$ cat src/snsc_pkg.sv
// constants, opcodes and types for the status and volatile configuration block
// assumes a 10 MHz system clock; all users import the whole package
package snsc_pkg;

	// ****************************************
	// timing
	// ****************************************
	localparam int CLK_PERIOD_NS = 100;
	localparam int OP_TIME_NS = 20000;
	localparam int OP_CYCLES = (OP_TIME_NS + CLK_PERIOD_NS - 1) / CLK_PERIOD_NS;
	localparam int PWRUP_TIME_NS = 50000;
	localparam int PWRUP_CYCLES = (PWRUP_TIME_NS + CLK_PERIOD_NS - 1) / CLK_PERIOD_NS;

	// ****************************************
	// instruction codes
	// ****************************************
	localparam logic [7:0] OP_WREN = 8'h06;
	localparam logic [7:0] OP_WRDI = 8'h04;
	localparam logic [7:0] OP_RDSR = 8'h0f;
	localparam logic [7:0] OP_RDVCR = 8'h85;
	localparam logic [7:0] OP_WRVCR = 8'h81;
	localparam logic [7:0] OP_RST = 8'hff;
	localparam logic [7:0] OP_JEDEC = 8'h9f;
	localparam logic [7:0] OP_PGEXE = 8'h10;
	localparam logic [7:0] OP_BERASE = 8'hd8;
	localparam logic [7:0] OP_PGREAD = 8'h13;
	localparam logic [7:0] OP_BBM = 8'ha1;
	localparam logic [7:0] OP_CONTRD = 8'h03;

	// ****************************************
	// status register three
	// ****************************************
	localparam logic [3:0] STATUS3_ADDR_HI = 4'hc;
	localparam int ST_BUSY_BIT = 0;
	localparam int ST_WEL_BIT = 1;
	localparam int ST_EFAIL_BIT = 2;
	localparam int ST_PFAIL_BIT = 3;

	// ****************************************
	// volatile configuration table
	// ****************************************
	localparam int VCR_ENTRIES = 5;
	localparam logic [7:0] VCR_IO_MODE = 8'h00;
	localparam logic [7:0] VCR_DUMMY = 8'h01;
	localparam logic [7:0] VCR_RSVD2 = 8'h02;
	localparam logic [7:0] VCR_DRIVE = 8'h03;
	localparam logic [7:0] VCR_RSVD4 = 8'h04;
	localparam logic [7:0] VCR_RESET = 8'hff;
	localparam logic [7:0] VCR_RSVD_VALUE = 8'hff;

	localparam logic [7:0] IO_SINGLE_STROBE = 8'hff;
	localparam logic [7:0] IO_OCTAL_SDR = 8'hdf;
	localparam logic [7:0] IO_OCTAL_DOUBLE_RATE_STROBE = 8'he7;
	localparam logic [7:0] IO_OCTAL_DOUBLE_RATE_PLAIN = 8'hc7;

	localparam logic [7:0] DUMMY_MIN_CODE = 8'h08;
	localparam logic [7:0] DUMMY_MAX_CODE = 8'h1c;
	localparam logic [7:0] DUMMY_DEFAULT_CODE = 8'hff;

	localparam logic [7:0] DRV_100 = 8'hff;
	localparam logic [7:0] DRV_25 = 8'hfc;

	typedef enum logic [1:0] {
		IOM_SINGLE_STROBE,
		IOM_OCTAL_SDR,
		IOM_OCTAL_DOUBLE_RATE_STROBE,
		IOM_OCTAL_DOUBLE_RATE_PLAIN
	} snsc_io_mode_t;

	typedef enum logic [1:0] {
		OPK_NONE,
		OPK_PROG,
		OPK_ERASE,
		OPK_OTHER
	} snsc_op_kind_t;

endpackage

$ cat src/snsc_status_config.sv
// serial command front end, status register three and volatile config table
// assumes a single-line mode-0 serial host; link pins are asynchronous to clk_i
// Operation
// - program timeout sets fail, success clears it
// - program on protected area sets fail
// - program start or reset clears fail
// - erase timeout sets fail, success clears it
// - erase on protected area sets fail
// - erase start or reset clears fail
// - write enable sets latch bit S1
// - latch cleared by disable, program, erase, read
// - busy bit S0 during power-up and operations
// - busy ignores all but status, reset, id
// - busy returns to zero when done
// - reset loads defaults into table and config
// - table write updates configuration at once
// - reserved entries read FFh, writes clear latch
// - no switch to octal double rate while protect enabled
// - entry 01h selects fast read dummy cycles
// - entry 00h selects io mode and strobe
// - entry 03h selects output drive strength
// - flags read in status address Cxh
`timescale 1ns/1ps
`default_nettype none
module snsc_status_config #(
	parameter int OP_CYCLES_P = snsc_pkg::OP_CYCLES,
	parameter int PWRUP_CYCLES_P = snsc_pkg::PWRUP_CYCLES,
	// identification byte, value arbitrary
	parameter logic [7:0] ID_BYTE_P = 8'h5a
) (
	// clock and reset
	input wire logic clk_i,
	input wire logic reset_n_i,
	// serial link
	input wire logic cs_n_i,
	input wire logic sck_i,
	input wire logic si_i,
	output logic so_o,
	output logic so_oe_o,
	// array side
	input wire logic prot_hit_i,
	input wire logic op_fail_i,
	input wire logic wp_enable_i,
	// status
	output logic busy_o,
	output logic write_enable_latch_o,
	output logic pfail_o,
	output logic efail_o,
	// configuration in force
	output snsc_pkg::snsc_io_mode_t io_mode_o,
	output logic [4:0] dummy_cycles_o,
	output logic [1:0] drive_level_o
);
	import snsc_pkg::*;

	typedef enum logic [2:0] {ST_CMD, ST_ADDR, ST_DATA_IN, ST_DATA_OUT, ST_IGNORE} snsc_spi_state_t;

	// ****************************************
	// decoding functions
	// ****************************************
	function automatic logic allowed_when_busy(input logic [7:0] op);
		allowed_when_busy = (op == OP_RDSR) || (op == OP_RST) || (op == OP_JEDEC);
	endfunction

	function automatic logic is_rsvd_addr(input logic [7:0] a);
		is_rsvd_addr = (a >= 8'(VCR_ENTRIES)) || (a == VCR_RSVD2) || (a == VCR_RSVD4);
	endfunction

	function automatic logic is_octal_double_rate(input logic [7:0] c);
		is_octal_double_rate = (c == IO_OCTAL_DOUBLE_RATE_STROBE) || (c == IO_OCTAL_DOUBLE_RATE_PLAIN);
	endfunction

	function automatic logic code_valid(input logic [7:0] a, input logic [7:0] c);
		case (a)
			VCR_IO_MODE: code_valid = (c == IO_SINGLE_STROBE) || (c == IO_OCTAL_SDR) || is_octal_double_rate(c);
			VCR_DUMMY: code_valid = (c == DUMMY_DEFAULT_CODE) || ((c >= DUMMY_MIN_CODE) &&
				(c <= DUMMY_MAX_CODE) && (c[1:0] == 2'b00));
			VCR_DRIVE: code_valid = (c >= DRV_25) && (c <= DRV_100);
			default: code_valid = 1'b0;
		endcase
	endfunction

	function automatic snsc_io_mode_t io_decode(input logic [7:0] c);
		case (c)
			IO_OCTAL_SDR: io_decode = IOM_OCTAL_SDR;
			IO_OCTAL_DOUBLE_RATE_STROBE: io_decode = IOM_OCTAL_DOUBLE_RATE_STROBE;
			IO_OCTAL_DOUBLE_RATE_PLAIN: io_decode = IOM_OCTAL_DOUBLE_RATE_PLAIN;
			default: io_decode = IOM_SINGLE_STROBE;
		endcase
	endfunction

	// ****************************************
	// link synchronisers
	// ****************************************
	logic cs_n_s1_q, cs_n_s2_q, sck_s1_q, sck_s2_q, sck_s3_q, si_s1_q, si_s2_q;

	always_ff @(posedge clk_i or negedge reset_n_i) begin
		if (!reset_n_i) begin
			cs_n_s1_q <= 1'b1;
			cs_n_s2_q <= 1'b1;
			sck_s1_q <= 1'b0;
			sck_s2_q <= 1'b0;
			sck_s3_q <= 1'b0;
			si_s1_q <= 1'b0;
			si_s2_q <= 1'b0;
		end else begin
			cs_n_s1_q <= cs_n_i;
			cs_n_s2_q <= cs_n_s1_q;
			sck_s1_q <= sck_i;
			sck_s2_q <= sck_s1_q;
			sck_s3_q <= sck_s2_q;
			si_s1_q <= si_i;
			si_s2_q <= si_s1_q;
		end
	end

	// ****************************************
	// state declarations
	// ****************************************
	snsc_spi_state_t state_q, state_d;
	logic [2:0] cnt_q, cnt_d, ocnt_q, ocnt_d;
	logic [7:0] shin_q, shin_d, cmd_q, cmd_d, addr_q, addr_d, osh_q, osh_d;
	logic so_q, so_d, oe_q, oe_d;
	logic wel_q, wel_d, pfail_q, pfail_d, efail_q, efail_d;
	snsc_op_kind_t kind_q, kind_d;
	logic [7:0] vcr_q [VCR_ENTRIES];
	logic [7:0] vcr_d [VCR_ENTRIES];
	snsc_io_mode_t io_q, io_d;
	logic [4:0] dummy_q, dummy_d;
	logic [1:0] drive_q, drive_d;

	logic sel, sck_rise, sck_fall, byte_done, cmd_done, cmd_ok;
	logic [7:0] byte_in, status3, rd_val;
	logic exec_wren, exec_wrdi, exec_rst, exec_prog, exec_erase, exec_other;
	logic prog_go, erase_go, op_start, wr_done, wr_accept;
	logic busy, op_done;

	// ****************************************
	// operation timer
	// ****************************************
	snsc_op_timer #(
		.OP_CYCLES_P(OP_CYCLES_P),
		.PWRUP_CYCLES_P(PWRUP_CYCLES_P)
	) u_timer (
		.clk_i(clk_i),
		.reset_n_i(reset_n_i),
		.start_i(op_start),
		.abort_i(exec_rst),
		.busy_o(busy),
		.done_o(op_done)
	);

	// ****************************************
	// command decode
	// ****************************************
	assign sel = ~cs_n_s2_q;
	assign sck_rise = sel & sck_s2_q & ~sck_s3_q;
	assign sck_fall = sel & ~sck_s2_q & sck_s3_q;
	assign byte_in = {shin_q[6:0], si_s2_q};
	assign byte_done = sck_rise & (cnt_q == 3'd7);
	assign cmd_done = byte_done & (state_q == ST_CMD);
	assign cmd_ok = ~busy | allowed_when_busy(byte_in);
	assign exec_wren = cmd_done & cmd_ok & (byte_in == OP_WREN);
	assign exec_wrdi = cmd_done & cmd_ok & (byte_in == OP_WRDI);
	assign exec_rst = cmd_done & (byte_in == OP_RST);
	assign exec_prog = cmd_done & cmd_ok & wel_q & (byte_in == OP_PGEXE);
	assign exec_erase = cmd_done & cmd_ok & wel_q & (byte_in == OP_BERASE);
	assign exec_other = cmd_done & cmd_ok &
		((byte_in == OP_PGREAD) || (byte_in == OP_BBM) || (byte_in == OP_CONTRD));
	assign prog_go = exec_prog & ~prot_hit_i;
	assign erase_go = exec_erase & ~prot_hit_i;
	assign op_start = prog_go | erase_go | exec_other;
	assign wr_done = byte_done & (state_q == ST_DATA_IN) & (cmd_q == OP_WRVCR);
	assign wr_accept = wr_done & wel_q & ~is_rsvd_addr(addr_q) & code_valid(addr_q, byte_in) &
		~((addr_q == VCR_IO_MODE) & wp_enable_i & is_octal_double_rate(byte_in));

	always_comb begin
		status3 = 8'h00;
		status3[ST_BUSY_BIT] = busy;
		status3[ST_WEL_BIT] = wel_q;
		status3[ST_EFAIL_BIT] = efail_q;
		status3[ST_PFAIL_BIT] = pfail_q;
	end

	always_comb begin
		rd_val = 8'h00;
		if (cmd_q == OP_JEDEC) begin
			rd_val = ID_BYTE_P;
		end else if (cmd_q == OP_RDSR) begin
			rd_val = (addr_q[7:4] == STATUS3_ADDR_HI) ? status3 : 8'h00;
		end else if (cmd_q == OP_RDVCR) begin
			rd_val = is_rsvd_addr(addr_q) ? VCR_RSVD_VALUE : vcr_q[addr_q[2:0]];
		end
	end

	// ****************************************
	// serial framing
	// ****************************************
	always_comb begin
		logic [7:0] ob;
		ob = osh_q;
		state_d = state_q;
		cnt_d = cnt_q;
		shin_d = shin_q;
		cmd_d = cmd_q;
		addr_d = addr_q;
		osh_d = osh_q;
		ocnt_d = ocnt_q;
		so_d = so_q;
		oe_d = oe_q;
		if (!sel) begin
			state_d = ST_CMD;
			cnt_d = 3'd0;
			ocnt_d = 3'd0;
			oe_d = 1'b0;
		end else begin
			if (sck_rise) begin
				shin_d = byte_in;
				cnt_d = cnt_q + 3'd1;
			end
			if (byte_done) begin
				case (state_q)
					ST_CMD: begin
						cmd_d = byte_in;
						if (!cmd_ok) begin
							state_d = ST_IGNORE;
						end else if ((byte_in == OP_RDSR) || (byte_in == OP_RDVCR) ||
							(byte_in == OP_WRVCR)) begin
							state_d = ST_ADDR;
						end else if (byte_in == OP_JEDEC) begin
							state_d = ST_DATA_OUT;
						end else begin
							state_d = ST_IGNORE;
						end
					end
					ST_ADDR: begin
						addr_d = byte_in;
						state_d = (cmd_q == OP_WRVCR) ? ST_DATA_IN : ST_DATA_OUT;
					end
					ST_DATA_IN: state_d = ST_IGNORE;
					default: state_d = state_q;
				endcase
			end
			// live value reloaded every byte so busy polling sees updates
			if (sck_fall && (state_q == ST_DATA_OUT)) begin
				ob = (ocnt_q == 3'd0) ? rd_val : osh_q;
				so_d = ob[7];
				osh_d = {ob[6:0], 1'b0};
				ocnt_d = ocnt_q + 3'd1;
				oe_d = 1'b1;
			end
		end
	end

	// ****************************************
	// status flags and configuration
	// ****************************************
	always_comb begin
		wel_d = wel_q;
		pfail_d = pfail_q;
		efail_d = efail_q;
		kind_d = kind_q;
		vcr_d = vcr_q;
		if (exec_wren) wel_d = 1'b1;
		if (exec_wrdi || exec_prog || exec_erase || exec_rst || wr_done ||
			(exec_other && (cmd_d == OP_PGREAD))) wel_d = 1'b0;
		// clears come first so that sets win
		if (prog_go || exec_rst) pfail_d = 1'b0;
		if (erase_go || exec_rst) efail_d = 1'b0;
		if (op_done && (kind_q == OPK_PROG)) pfail_d = op_fail_i;
		if (op_done && (kind_q == OPK_ERASE)) efail_d = op_fail_i;
		if (exec_prog && prot_hit_i) pfail_d = 1'b1;
		if (exec_erase && prot_hit_i) efail_d = 1'b1;
		if (op_done || exec_rst) kind_d = OPK_NONE;
		if (prog_go) kind_d = OPK_PROG;
		else if (erase_go) kind_d = OPK_ERASE;
		else if (exec_other) kind_d = OPK_OTHER;
		if (exec_rst) begin
			for (int i = 0; i < VCR_ENTRIES; i++) vcr_d[i] = VCR_RESET;
		end else if (wr_accept) begin
			vcr_d[addr_q[2:0]] = byte_in;
		end
		io_d = io_decode(vcr_d[VCR_IO_MODE[2:0]]);
		// dummy count, zero means per-instruction default
		dummy_d = (vcr_d[VCR_DUMMY[2:0]] == DUMMY_DEFAULT_CODE) ? 5'd0 :
			vcr_d[VCR_DUMMY[2:0]][4:0];
		// drive level, zero is full strength
		drive_d = ~vcr_d[VCR_DRIVE[2:0]][1:0];
	end

	always_ff @(posedge clk_i or negedge reset_n_i) begin
		if (!reset_n_i) begin
			state_q <= ST_CMD;
			cnt_q <= 3'd0;
			ocnt_q <= 3'd0;
			shin_q <= 8'h00;
			cmd_q <= 8'h00;
			addr_q <= 8'h00;
			osh_q <= 8'h00;
			so_q <= 1'b0;
			oe_q <= 1'b0;
			wel_q <= 1'b0;
			pfail_q <= 1'b0;
			efail_q <= 1'b0;
			kind_q <= OPK_NONE;
			for (int i = 0; i < VCR_ENTRIES; i++) vcr_q[i] <= VCR_RESET;
			io_q <= IOM_SINGLE_STROBE;
			dummy_q <= 5'd0;
			drive_q <= 2'd0;
		end else begin
			state_q <= state_d;
			cnt_q <= cnt_d;
			ocnt_q <= ocnt_d;
			shin_q <= shin_d;
			cmd_q <= cmd_d;
			addr_q <= addr_d;
			osh_q <= osh_d;
			so_q <= so_d;
			oe_q <= oe_d;
			wel_q <= wel_d;
			pfail_q <= pfail_d;
			efail_q <= efail_d;
			kind_q <= kind_d;
			vcr_q <= vcr_d;
			io_q <= io_d;
			dummy_q <= dummy_d;
			drive_q <= drive_d;
		end
	end

	assign so_o = so_q;
	assign so_oe_o = oe_q;
	assign busy_o = busy;
	assign write_enable_latch_o = wel_q;
	assign pfail_o = pfail_q;
	assign efail_o = efail_q;
	assign io_mode_o = io_q;
	assign dummy_cycles_o = dummy_q;
	assign drive_level_o = drive_q;

	// ****************************************
	// checks
	// ****************************************
	property p_pfail_outcome;
		@(posedge clk_i) disable iff (!reset_n_i)
		(op_done && kind_q == OPK_PROG) |=> (pfail_q == $past(op_fail_i));
	endproperty
	a_pfail_outcome: assert property (p_pfail_outcome) else $error("program fail flag wrong");

	property p_pfail_protected;
		@(posedge clk_i) disable iff (!reset_n_i)
		(exec_prog && prot_hit_i) |=> pfail_q && !busy;
	endproperty
	a_pfail_protected: assert property (p_pfail_protected) else $error("protected program");

	property p_prog_start;
		@(posedge clk_i) disable iff (!reset_n_i)
		prog_go |=> !pfail_q && busy && !wel_q;
	endproperty
	a_prog_start: assert property (p_prog_start) else $error("program start state wrong");

	property p_efail_protected;
		@(posedge clk_i) disable iff (!reset_n_i)
		(exec_erase && prot_hit_i) |=> efail_q;
	endproperty
	a_efail_protected: assert property (p_efail_protected) else $error("protected erase");

	property p_erase_start;
		@(posedge clk_i) disable iff (!reset_n_i)
		erase_go |=> !efail_q && busy;
	endproperty
	a_erase_start: assert property (p_erase_start) else $error("erase start state wrong");

	property p_wel_set;
		@(posedge clk_i) disable iff (!reset_n_i)
		exec_wren |=> wel_q;
	endproperty
	a_wel_set: assert property (p_wel_set) else $error("latch not set");

	property p_wel_clear;
		@(posedge clk_i) disable iff (!reset_n_i)
		(exec_wrdi || wr_done) |=> !wel_q;
	endproperty
	a_wel_clear: assert property (p_wel_clear) else $error("latch not cleared");

	property p_busy_ignore;
		@(posedge clk_i) disable iff (!reset_n_i)
		(cmd_done && busy && !allowed_when_busy(byte_in)) |=> state_q == ST_IGNORE;
	endproperty
	a_busy_ignore: assert property (p_busy_ignore) else $error("command taken while busy");

	property p_octal_double_rate_guard;
		@(posedge clk_i) disable iff (!reset_n_i)
		(wr_done && addr_q == VCR_IO_MODE && wp_enable_i && is_octal_double_rate(byte_in))
			|=> $stable(io_q);
	endproperty
	a_octal_double_rate_guard: assert property (p_octal_double_rate_guard) else $error("octal double rate let in");

	property p_cfg_apply;
		@(posedge clk_i) disable iff (!reset_n_i)
		(wr_accept && addr_q == VCR_DRIVE) |=> drive_q == ~$past(byte_in[1:0]);
	endproperty
	a_cfg_apply: assert property (p_cfg_apply) else $error("drive not applied");

endmodule // snsc_status_config
`default_nettype wire

$ cat src/snsc_op_timer.sv
// internal operation timer: power-up busy, then one timed operation per start
// assumes start and abort are one-cycle pulses on clk_i
`timescale 1ns/1ps
`default_nettype none
module snsc_op_timer #(
	parameter int OP_CYCLES_P = snsc_pkg::OP_CYCLES,
	parameter int PWRUP_CYCLES_P = snsc_pkg::PWRUP_CYCLES
) (
	// clock and reset
	input wire logic clk_i,
	input wire logic reset_n_i,
	// control
	input wire logic start_i,
	input wire logic abort_i,
	// state
	output logic busy_o,
	output logic done_o
);
	import snsc_pkg::*;

	localparam int CW = $clog2((OP_CYCLES_P > PWRUP_CYCLES_P ? OP_CYCLES_P : PWRUP_CYCLES_P) + 1);

	if (OP_CYCLES_P < 1 || PWRUP_CYCLES_P < 1) begin : g_chk
		$error("snsc_op_timer: cycle counts must be at least one");
	end

	logic [CW-1:0] cnt_q, cnt_d;
	logic busy_q, busy_d, done_q, done_d;

	always_comb begin
		cnt_d = cnt_q;
		busy_d = busy_q;
		done_d = 1'b0;
		if (abort_i) begin
			busy_d = 1'b0;
			cnt_d = '0;
		end else if (start_i) begin
			busy_d = 1'b1;
			cnt_d = CW'(OP_CYCLES_P);
		end else if (busy_q) begin
			if (cnt_q <= CW'(1)) begin
				busy_d = 1'b0;
				done_d = 1'b1;
				cnt_d = '0;
			end else begin
				cnt_d = cnt_q - CW'(1);
			end
		end
	end

	always_ff @(posedge clk_i or negedge reset_n_i) begin
		if (!reset_n_i) begin
			cnt_q <= CW'(PWRUP_CYCLES_P);
			busy_q <= 1'b1;
			done_q <= 1'b0;
		end else begin
			cnt_q <= cnt_d;
			busy_q <= busy_d;
			done_q <= done_d;
		end
	end

	assign busy_o = busy_q;
	assign done_o = done_q;

	property p_busy_bounded;
		@(posedge clk_i) disable iff (!reset_n_i)
		$rose(busy_q) |-> ##[1:1000] !busy_q;
	endproperty
	a_busy_bounded: assert property (p_busy_bounded) else $error("busy never ended");

endmodule // snsc_op_timer
`default_nettype wire

$ cat config.mk
export PLATFORM = sky130hd
export DESIGN_NAME = snsc_status_config
export DESIGN_NICKNAME = d
export VERILOG_FILES = /design/src/snsc_pkg.sv /design/src/snsc_status_config.sv /design/src/snsc_op_timer.sv
export SDC_FILE = /design/constraint.sdc
export NUM_CORES = 1
export LEC_CHECK = 0
export ABC_AREA = 1
export BUFFER_PORTS_ARGS = -buffer_cell sky130_fd_sc_hd__buf_2
export CAP_MARGIN = 10
export CORE_ASPECT_RATIO = 2
export CORE_MARGIN = 3
export CORE_UTILIZATION = 65
export CTS_CLUSTER_DIAMETER = 40
export DETAILED_ROUTE_END_ITERATION = 8
export PLACE_DENSITY = 0.86
export SETUP_SLACK_MARGIN = 0.2
export SLEW_MARGIN = 25
export SYNTH_ARGS = -nofsm -noshare
export SYNTH_HDL_FRONTEND = slang
export SYNTH_SLANG_ARGS = --single-unit
$ cat constraint.sdc
create_clock -name clk_i -period 3.19 [get_ports clk_i]
set_input_delay 0.1595 -clock clk_i [delete_from_list [all_inputs] [get_ports clk_i]]
set_output_delay 0.1595 -clock clk_i [all_outputs]
set_load 0.01 [all_outputs]
# [Yosys cells after proc, flatten, opt, wreduce, memory -nomap -nowiden]
# Index checks and enable logic that the tools add are counted.
[totals] register_bits=113 inputBits=8 out_inout_bits=15 elab_cells=219
[op_classes] add_sub_neg=3 magnitude_cmp=8 eq_ne=35 mux=57 bitwise=36 reduce_logical=48
[ops] operator="8-bit equality test (second input constant)" count=16
[ops] operator="8-bit 2-to-1 mux" count=11
[ops] operator="40-bit 2-to-1 mux" count=2
[ops] operator="40-bit bitwise mux" count=1
[ops] operator="9-bit 2-to-1 mux" count=4
[ops] operator="3-bit 2-to-1 mux" count=9
[ops] operator="1-bit bitwise AND" count=24
[ops] operator="8-bit binary-select mux with 3-bit select" count=1
[ops] operator="8-bit demux with 3-bit select" count=1
[ops] operator="8-bit by 2-bit equality test with 1-bit output (second input constant)" count=3
[ops] operator="8-bit by 3-bit equality test with 1-bit output (second input constant)" count=3
[ops] operator="8-bit by 5-bit equality test with 1-bit output (second input constant)" count=3
[ops] operator="1-bit logical OR" count=20
[ops] operator="1-bit 2-to-1 mux" count=19
[ops] operator="8-bit by 4-bit equality test with 1-bit output (second input constant)" count=2
[ops] operator="1-bit logical AND" count=10
[ops] operator="2-bit nonzero test" count=5
[ops] operator="9-bit by 1-bit less-or-equal comparator with 1-bit output (second input constant)" count=1
[ops] operator="3-bit case mux with 3 select lines" count=1
[ops] operator="3-bit nonzero test" count=3
[ops] operator="9-bit by 1-bit subtractor with 9-bit output (second input constant)" count=1
[ops] operator="8-bit by 1-bit equality test with 1-bit output (second input constant)" count=1
[ops] operator="8-bit by 3-bit greater-or-equal comparator with 1-bit output (second input constant)" count=1
[ops] operator="8-bit by 4-bit greater-or-equal comparator with 1-bit output (second input constant)" count=1
[ops] operator="27 further kinds" count=44

# [Longest topological paths before layout]
# Gate-level depths: netlist of the first run.
[depth] depth_word=14 depth_mapped=16

# [Modules after synthesis]
# A second synthesis of the first run with hierarchy kept.
[unflattened] cells_unflattened=656 area_unflattened_um2=5472.7
[modules_own_cells] module="snsc_status_config" instances=1 cells_per_inst=567 area_per_inst_um2=4743.3 seq_area_each_um2=2394.8
[modules_own_cells] module="snsc_op_timer" instances=1 cells_per_inst=89 area_per_inst_um2=729.4 seq_area_each_um2=284.0

# [Worst setup path before layout of the first run]
# OpenSTA, ideal clock, no wires.
[synth_path] path_kind="register to register" from="register cnt_q[0]" to="register dummy_q[0] (netlist: dummy_cycles_o[0])" arrival_time_ps=1815 path_slack_ps=1247 path_stages_with_launch=14 path_buffers=0 synth_period_minus_slack_ps=1943 cell_sequence="dfrtp_1 -> ha_1 -> ha_1 -> inv_1 -> nor2_8 -> nand2_4 -> nor2_4 -> nand3_2 -> nor2_4 -> nand3_2 -> nand3_1 -> nand2_1 -> nor2_2 -> a21oi_1"
[synth_rtl] element="start: declaration" line_no="snsc_status_config.sv:121" text="logic [2:0] cnt_q, cnt_d, ocnt_q, ocnt_d;"
[synth_rtl] element="start signal: assignment" line_no="snsc_status_config.sv:312" text="cnt_q <= cnt_d;"
[synth_rtl] element="end signal: assignment" line_no="snsc_status_config.sv:326" text="dummy_q <= dummy_d;"
[synth_rtl] element="end: declaration" line_no="snsc_status_config.sv:129" text="logic [4:0] dummy_q, dummy_d;"

==> impl_metrics.tcl, run 1 <==
set metrics [dict create \
    status "finished, final reports clean" \
    synth-main-ff-cell "dfrtp_1" \
    seq_area_sq_um 2680 \
    track_usage_pct 28.9 \
    slew_violations 0 \
    hold_violations 0 \
    die_h_microns 133 \
    setup_viol 0 \
    finalWirelength_microns 12700 \
    wl_met2_microns 6370 \
    layout_common_cells "114 x nand2_1, 70 x inv_1, 70 x nor2_1, 64 x dfrtp_1, 58 x o21ai_0" \
    ir_drop_uv 391 \
    rsz0062_at_grt "no" \
    start_util_pct 68.0 \
    min_period_over_period_pct 78.6 \
    crit_path_end_kind "flip-flop" \
    synth_edf_count 0 \
    cpMaxStageDelayCell "dfrtp_1" \
    die-area_sq_um 9310 \
    mostFrequentLayoutCell "nand2_1" \
    core_area_sq_um 7770 \
    max-cap-violations 0 \
    syn_inst 626 \
    grt_max_degree 92 \
    skew_ns 0.00730 \
    path_cells "ha_1 > ha_1 > inv_1 > nor2_8 > nand4_4 > nor2_4 > inv_2 > nand3_1 > nand2_1 > nor2_2 > a21oi_1" \
    die-width_microns 69.7 \
    slowest_delay_ns 0.38 \
    synth_warnings 0 \
    nFillCells 558 \
    clk_latency_ns 0.36 \
    placed_area_sq_um 5450 \
    ys_seq_area_share_pct 50.7 \
    firstDrtPassIters 5 \
    ant_nets 0 \
    cp.arrival_ns 2.73 \
    crit_start "cnt_q[0]" \
    p_sw_share_pct 25.8 \
    required_ns 3.42 \
    cts_max_level 3 \
    relSlewSlack_pct 47.0 \
    postCtsSetupRepairBufs 0 \
    p_switching_uw 706 \
    synth.distinct_cells 44 \
    pwr-share-comb_pct 7.0 \
    ios 23 \
    vias_per_cell 6.04 \
    rr_startpoint "cnt_q[0]" \
    cts_buffers 9 \
    clk_root_buffer_cell "clkbuf_16" \
    syn_area_per_cell_sq_um 8.44 \
    pwr-share-seq_pct 51.8 \
    num_antenna_cells 0 \
    worst_pin_slew_ns 0.794 \
    port_buffers 22 \
    route.met3.wl_microns 722 \
    fmax_ghz 0.399 \
    start_kind "flip-flop" \
    syn_to_final_growth_pct 9.69 \
    clk_pin_slew_ns 0.07 \
    wl_met1_microns 4360 \
    clock_sinks 105 \
    grt_overflow 0 \
    crit_top_cell "ha_1" \
    hold_path.class "in2reg" \
    internal_power_mw 2.03 \
    final_layout_size_suffix_gt1_share_pct 19.8 \
    p_leak_nw 2.88 \
    finalNetCount 664 \
    cts_tree "built" \
    drc 0 \
    multi_input_area_sq_um 2240 \
    place_congestion 0.940 \
    vias 4525 \
    final_area_sq_um 5790 \
    grt_pass1_vias 4681 \
    antenna_found_initial 0 \
    synth_nets 640 \
    synthArstFlopShare_pct 100 \
    worstHoldStart "op_fail_i" \
    hpwlAfterDp_microns 9320 \
    period_needed_ns 2.51 \
    fin_setup_tns_ns 0 \
    num_rows 45 \
    pwr-share-clk_pct 41.2 \
    synth-seq-cells 105 \
    path_max_fanout 28 \
    clockBufferDepth 2 \
    grt_first_pass_wirelength_microns 21100 \
    synth_area_sq_um 5280 \
    routedWlPerCell_microns 16.9 \
    power.total_mw 2.73 \
    drt_iter0_drc 499 \
    power_density_nw_per_um2 472 \
    top_layer_used "met4" \
    critPathKind "reg2reg" \
]
==> metrics by stage <==
step                      setup slack, ns  util (%)  cells  hold slack, ns
final                               0.684      74.6    749          0.0235
after global routing                0.406      74.6    749          0.0436
after CTS                           0.694      74.4    748          0.0223
after detailed placement            0.694      70.1    729           0.266
after global placement              0.871      70.1    729           0.265
after floorplan                      1.25         -    626          -0.136
==> power groups by stage <==
| stage | registers (mW) | clock network [mW] | logic (mW) |
|---|---|---|---|
| 2_1_floorplan | 1.41 | 0 | 0.132 |
| 3_3_place_gp | 1.44 | 0 | 0.178 |
| 3_5_place_dp | 1.44 | 0 | 0.183 |
| 4_1_cts | 1.41 | 1.13 | 0.187 |
| 5_1_grt | 1.42 | 1.19 | 0.215 |
| 6_report | 1.42 | 1.13 | 0.190 |
==> what timing repair did <==
action	4_1_cts	5_1_grt
hold buffers	3	1
gates resized for setup	0	0
endpoints found under the hold margin	3	59
setup endpoints to repair	0	0
==> layout make-up <==
class                           instances  area share [%]
Multi-Input combinational cell        431            38.7
Clock buffer                            9            3.89
Tap cell                               94            2.03
Clock inverter                          7            1.34
Sequential cell                       105            46.2
Timing Repair Buffer                   28            2.96
Inverter                               75            4.88
==> worst paths after layout <==
kind,to,slack [ns],depth (start not counted)
max,dummy_cycles_o[0],0.68,11
min in group asynchronous,so_o,0.43,2
min,efail_o,0.02,3
max reg2reg,dummy_cycles_o[0],0.68,11
min reg2reg,si_s2_q,0.36,0
max in group asynchronous,u_timer.cnt_q[4],2.02,3
==> critical path, delay by kind of cell, from the launching register on <==
kind            cells  cell delay, ns
buf+inv             2            0.35
flops               1            0.38
compound gates      1            0.11
fa+ha+maj           2            0.29
simple gates        6            1.24
==> state kept, by name, summed over array words and instances (netlist names), 2 cells and up <==
register        count
dummy_cycles_o      5
ocnt_q              3
addr_q              8
drive_level_o       2
cmd_q               8
cnt_q               3
osh_q               7
shin_q              7
u_timer.cnt_q       9
state_q             3
vcr_q              32
kind_q              2
io_mode_o           2
==> synth_stat cells (all sizes together), types with 2 or more instances <==
| library cell | count | area [sq um] |
|---|---|---|
| a21oi | 24 | 120 |
| a22oi | 7 | 52.6 |
| a31oi | 2 | 12.5 |
| and3 | 3 | 18.8 |
| buf | 5 | 42.5 |
| clkbuf | 10 | 37.5 |
| dfrtp | 64 | 1600 |
| dfstp | 41 | 1080 |
| ha | 6 | 75.1 |
| inv | 74 | 278 |
| nand2 | 121 | 477 |
| nand3 | 48 | 283 |
| nand3b | 3 | 26.3 |
| nand4 | 15 | 109 |
| nor2 | 82 | 372 |
| nor3 | 19 | 100 |
| nor4 | 4 | 25.0 |
| o211ai | 5 | 37.5 |
| o21ai | 60 | 300 |
| o22ai | 2 | 12.5 |
| o31ai | 2 | 15.0 |
| o32ai | 2 | 17.5 |
| or2 | 15 | 93.8 |
| xor2 | 6 | 52.6 |
==> layer usage <==
| layer | track usage, % | vias to the layer above |
|---|---|---|
| li1 | - | 2123 |
| met1 | 29.7 | 2123 |
| met2 | 48.9 | 202 |
| met3 | 5.29 | 77 |
| met4 | 26.1 | 0 |
| met5 | 0 | - |
==> kinds of logic (layout without fill, tap and decap cells) <==
group / count (synthesis) / in the layout / synth area share [%]
AND/OR/NAND/NOR: 311 / 311 / 28.6
buffers and inverters: 90 / 119 / 6.87
flip-flops: 105 / 105 / 50.7
adder cells (fa/ha/maj): 6 / 6 / 1.42
XOR/XNOR: 6 / 6 / 0.995
AO/OA/AOI/OAI: 108 / 108 / 11.4
No activity file was read; power rests on OpenSTA's default activity.
==> inputs of run 2 (changes only) <==
--- a/config.mk
+++ b/config.mk
@@ -10,10 +10,10 @@
 export CAP_MARGIN = 10
 export CORE_ASPECT_RATIO = 2
 export CORE_MARGIN = 3
-export CORE_UTILIZATION = 65
+export CORE_UTILIZATION = 55
 export CTS_CLUSTER_DIAMETER = 40
 export DETAILED_ROUTE_END_ITERATION = 8
-export PLACE_DENSITY = 0.86
+export PLACE_DENSITY = 0.78
 export SETUP_SLACK_MARGIN = 0.2
 export SLEW_MARGIN = 25
 export SYNTH_ARGS = -nofsm -noshare
==> constraint.sdc (replaced) <==
create_clock -name clk_i -period 2.2 [get_ports clk_i]
set_input_delay 0.11 -clock clk_i [delete_from_list [all_inputs] [get_ports clk_i]]
set_output_delay 0.11 -clock clk_i [all_outputs]
set_load 0.01 [all_outputs]
==> run 2 against run 1 <==
Compared with the run above: sequential power grew 44%; via count grew 4.5%; global-route usage shrank 1.5 points; sequential cell count is the same; maximum frequency grew 18%; setup slack lost 0.61 ns; hold slack lost 0.00061 ns; clock skew shrank 0.00089 ns; critical endpoint unchanged; largest cell class unchanged; largest power group unchanged.
==> impl_metrics.tcl, run 2 (synthesis results as in run 1) <==
set metrics [dict create \
    status "finished, final reports clean" \
    largest_reg_flops 32 \
    die-area_sq_um 10900 \
    place_congestion 0.984 \
    finalWirelength_microns 14400 \
    slew_violations 0 \
    final_area_sq_um 6520 \
    clk_pin_slew_ns 0.07 \
    largest_registers "vcr_q x32, u_timer.cnt_q x9" \
    required_ns 2.43 \
    worstHoldStart "prot_hit_i" \
    post_layout_nonfiller_instances 816 \
    power.total_mw 4.18 \
    regToRegSetupSlack_ns 0.07 \
    final_util_pct 69.5 \
    num_rows 50 \
    hold_depth 3 \
    r2r_cells 14 \
    p_switching_mw 1.05 \
    crit_path_end_kind "flip-flop" \
    hold_path.class "in2reg" \
    rr_startpoint "cnt_q[0]" \
    critPathKind "reg2reg" \
    start_util_pct 56.3 \
    drt_iter0_drc 311 \
    pwr-share-comb_pct 9.5 \
    worst_pin_slew_ns 0.562 \
    ios 23 \
    mostFrequentLayoutCell "nand2_1" \
    hold_violations 0 \
    period_needed_ns 2.13 \
    cts_max_level 3 \
    setup_viol 0 \
    grt_max_degree 45 \
    min_period_over_period_pct 96.7 \
    rsz0062_at_grt "yes" \
    hold_slack_ns 0.0229 \
    clk_latency_ns 0.35 \
    relSlewSlack_pct 62.4 \
    port_buffers 22 \
    whs_endpoint "efail_o" \
    finalNetCount 721 \
    firstDrtPassIters 5 \
    clockBufferDepth 2 \
    routedWlPerCell_microns 17.7 \
    p_leak_nw 3.21 \
    ant_nets 0 \
    cp.arrival_ns 2.36 \
    die_h_microns 145 \
    final_layout_size_suffix_gt1_share_pct 33.1 \
    placed_area_sq_um 5740 \
    power_density_nw_per_um2 641 \
    grt_pass1_vias 4644 \
    hpwlAfterDp_microns 10500 \
    grt_overflow 0 \
    timing.final.ws_setup_ns 0.0726 \
    drc 0 \
    track_usage_pct 27.5 \
    pwr-share-clk_pct 41.7 \
    pre_cts_ws_ns -0.0274 \
    path_max_fanout 5 \
    clk_root_buffer_cell "clkbuf_16" \
    syn_to_final_growth_pct 23.4 \
    clock_sinks 105 \
    ir_drop_uv 464 \
    max-cap-violations 0 \
    vias_per_cell 5.80 \
    dp.cells 774 \
    skew_ns 0.00641 \
    grt_first_pass_wirelength_microns 22200 \
    num_antenna_cells 0 \
    core_area_sq_um 9380 \
    layout_common_cells "104 x nand2_1, 69 x inv_1, 62 x nor2_1, 60 x dfrtp_1, 54 x buf_4" \
    antenna_found_initial 0 \
    pwr-share-seq_pct 48.8 \
    start_kind "flip-flop" \
    largest_register "vcr_q" \
    vias 4729 \
    fin_setup_tns_ns 0 \
    fmax_ghz 0.470 \
    rr_endpoint "dummy_cycles_o[0]" \
    cts_tree "built" \
    cts_buffers 9 \
    internal_power_mw 3.13 \
    die-width_microns 75.3 \
    p_sw_share_pct 25.1 \
]
==> run 2: changes by cell type in the layout (fill, tap and decap cells not counted), sizes merged <==
cell | before | now
nand2 | 121 | 122
dlygate4sd3 | 4 | 5
clkinv | 2 | 4
buf | 24 | 79
clkinvlp | 3 | 0
bufinv | 1 | 2
==> run 2: layout make-up <==
cell class              count  area, sq um
repair buffers             84          614
flip-flops and latches    105         2680
well taps                 104          130
clock inverters             7          103
clock buffers               9          225
multi-input cells         432         2480
fillers                   750         2860
inverters                  75          288
==> run 2: worst max path at each step <==
| stage | startpoint | end | slack [ns] | depth (start not counted) |
|---|---|---|---|---|
| 2_1_floorplan | cnt_q[0] | dummy_cycles_o[0] | 0.26 | 13 |
| 3_3_place_gp | cnt_q[0] | dummy_cycles_o[4] | 0.11 | 13 |
| 3_5_place_dp | cnt_q[0] | dummy_cycles_o[0] | -0.03 | 13 |
| 4_1_cts | cnt_q[0] | io_mode_o[0] | 0.12 | 13 |
| 5_1_grt | cnt_q[0] | write_enable_latch_o | -0.05 | 12 |
| 6_report | cnt_q[0] | dummy_cycles_o[0] | 0.07 | 14 |
==> run 2: power groups by stage <==
stage          logic [mW]  clock network, mW  registers [mW]
2_1_floorplan       0.191                  0            2.05
3_3_place_gp        0.342                  0            2.06
5_1_grt             0.435               1.86            2.04
3_5_place_dp        0.350                  0            2.07
4_1_cts             0.367               1.78            2.04
6_report            0.399               1.74            2.04
==> run 2: what timing repair did <==
| action | 4_1_cts | 5_1_grt |
|---|---|---|
| setup buffers | 11 | 8 |
| pin swaps | 13 | 19 |
| setup endpoints to repair | 29 | 41 |
| gates resized for setup | 28 | 44 |
| hold endpoints to repair | 22 | 0 |
| hold buffers | 5 | 0 |
| cloned | 1 | 1 |
==> run 2: metal layers <==
| layer | up-vias | share of wire [%] | GRT usage [%] |
|---|---|---|---|
| met5 | - | 0 | 0 |
| met4 | 0 | 7.0 | 19.1 |
| met3 | 71 | 3.2 | 3.55 |
| met2 | 154 | 55 | 49.0 |
| met1 | 2273 | 35 | 28.2 |
| li1 | 2231 | - | - |
==> run 2: critical path, stage by stage (launching register included) <==
cell and delay [ns]:
dfrtp_1 0.37, ha_1 0.15, ha_1 0.15, inv_2 0.06
nor2_8 0.14, nand2_4 0.06, nor2_4 0.13, nand3_2 0.11
nor2_4 0.14, buf_4 0.13, nand3_4 0.10, nand3_2 0.13
nand2_2 0.08, nor2_4 0.17, a21oi_1 0.09
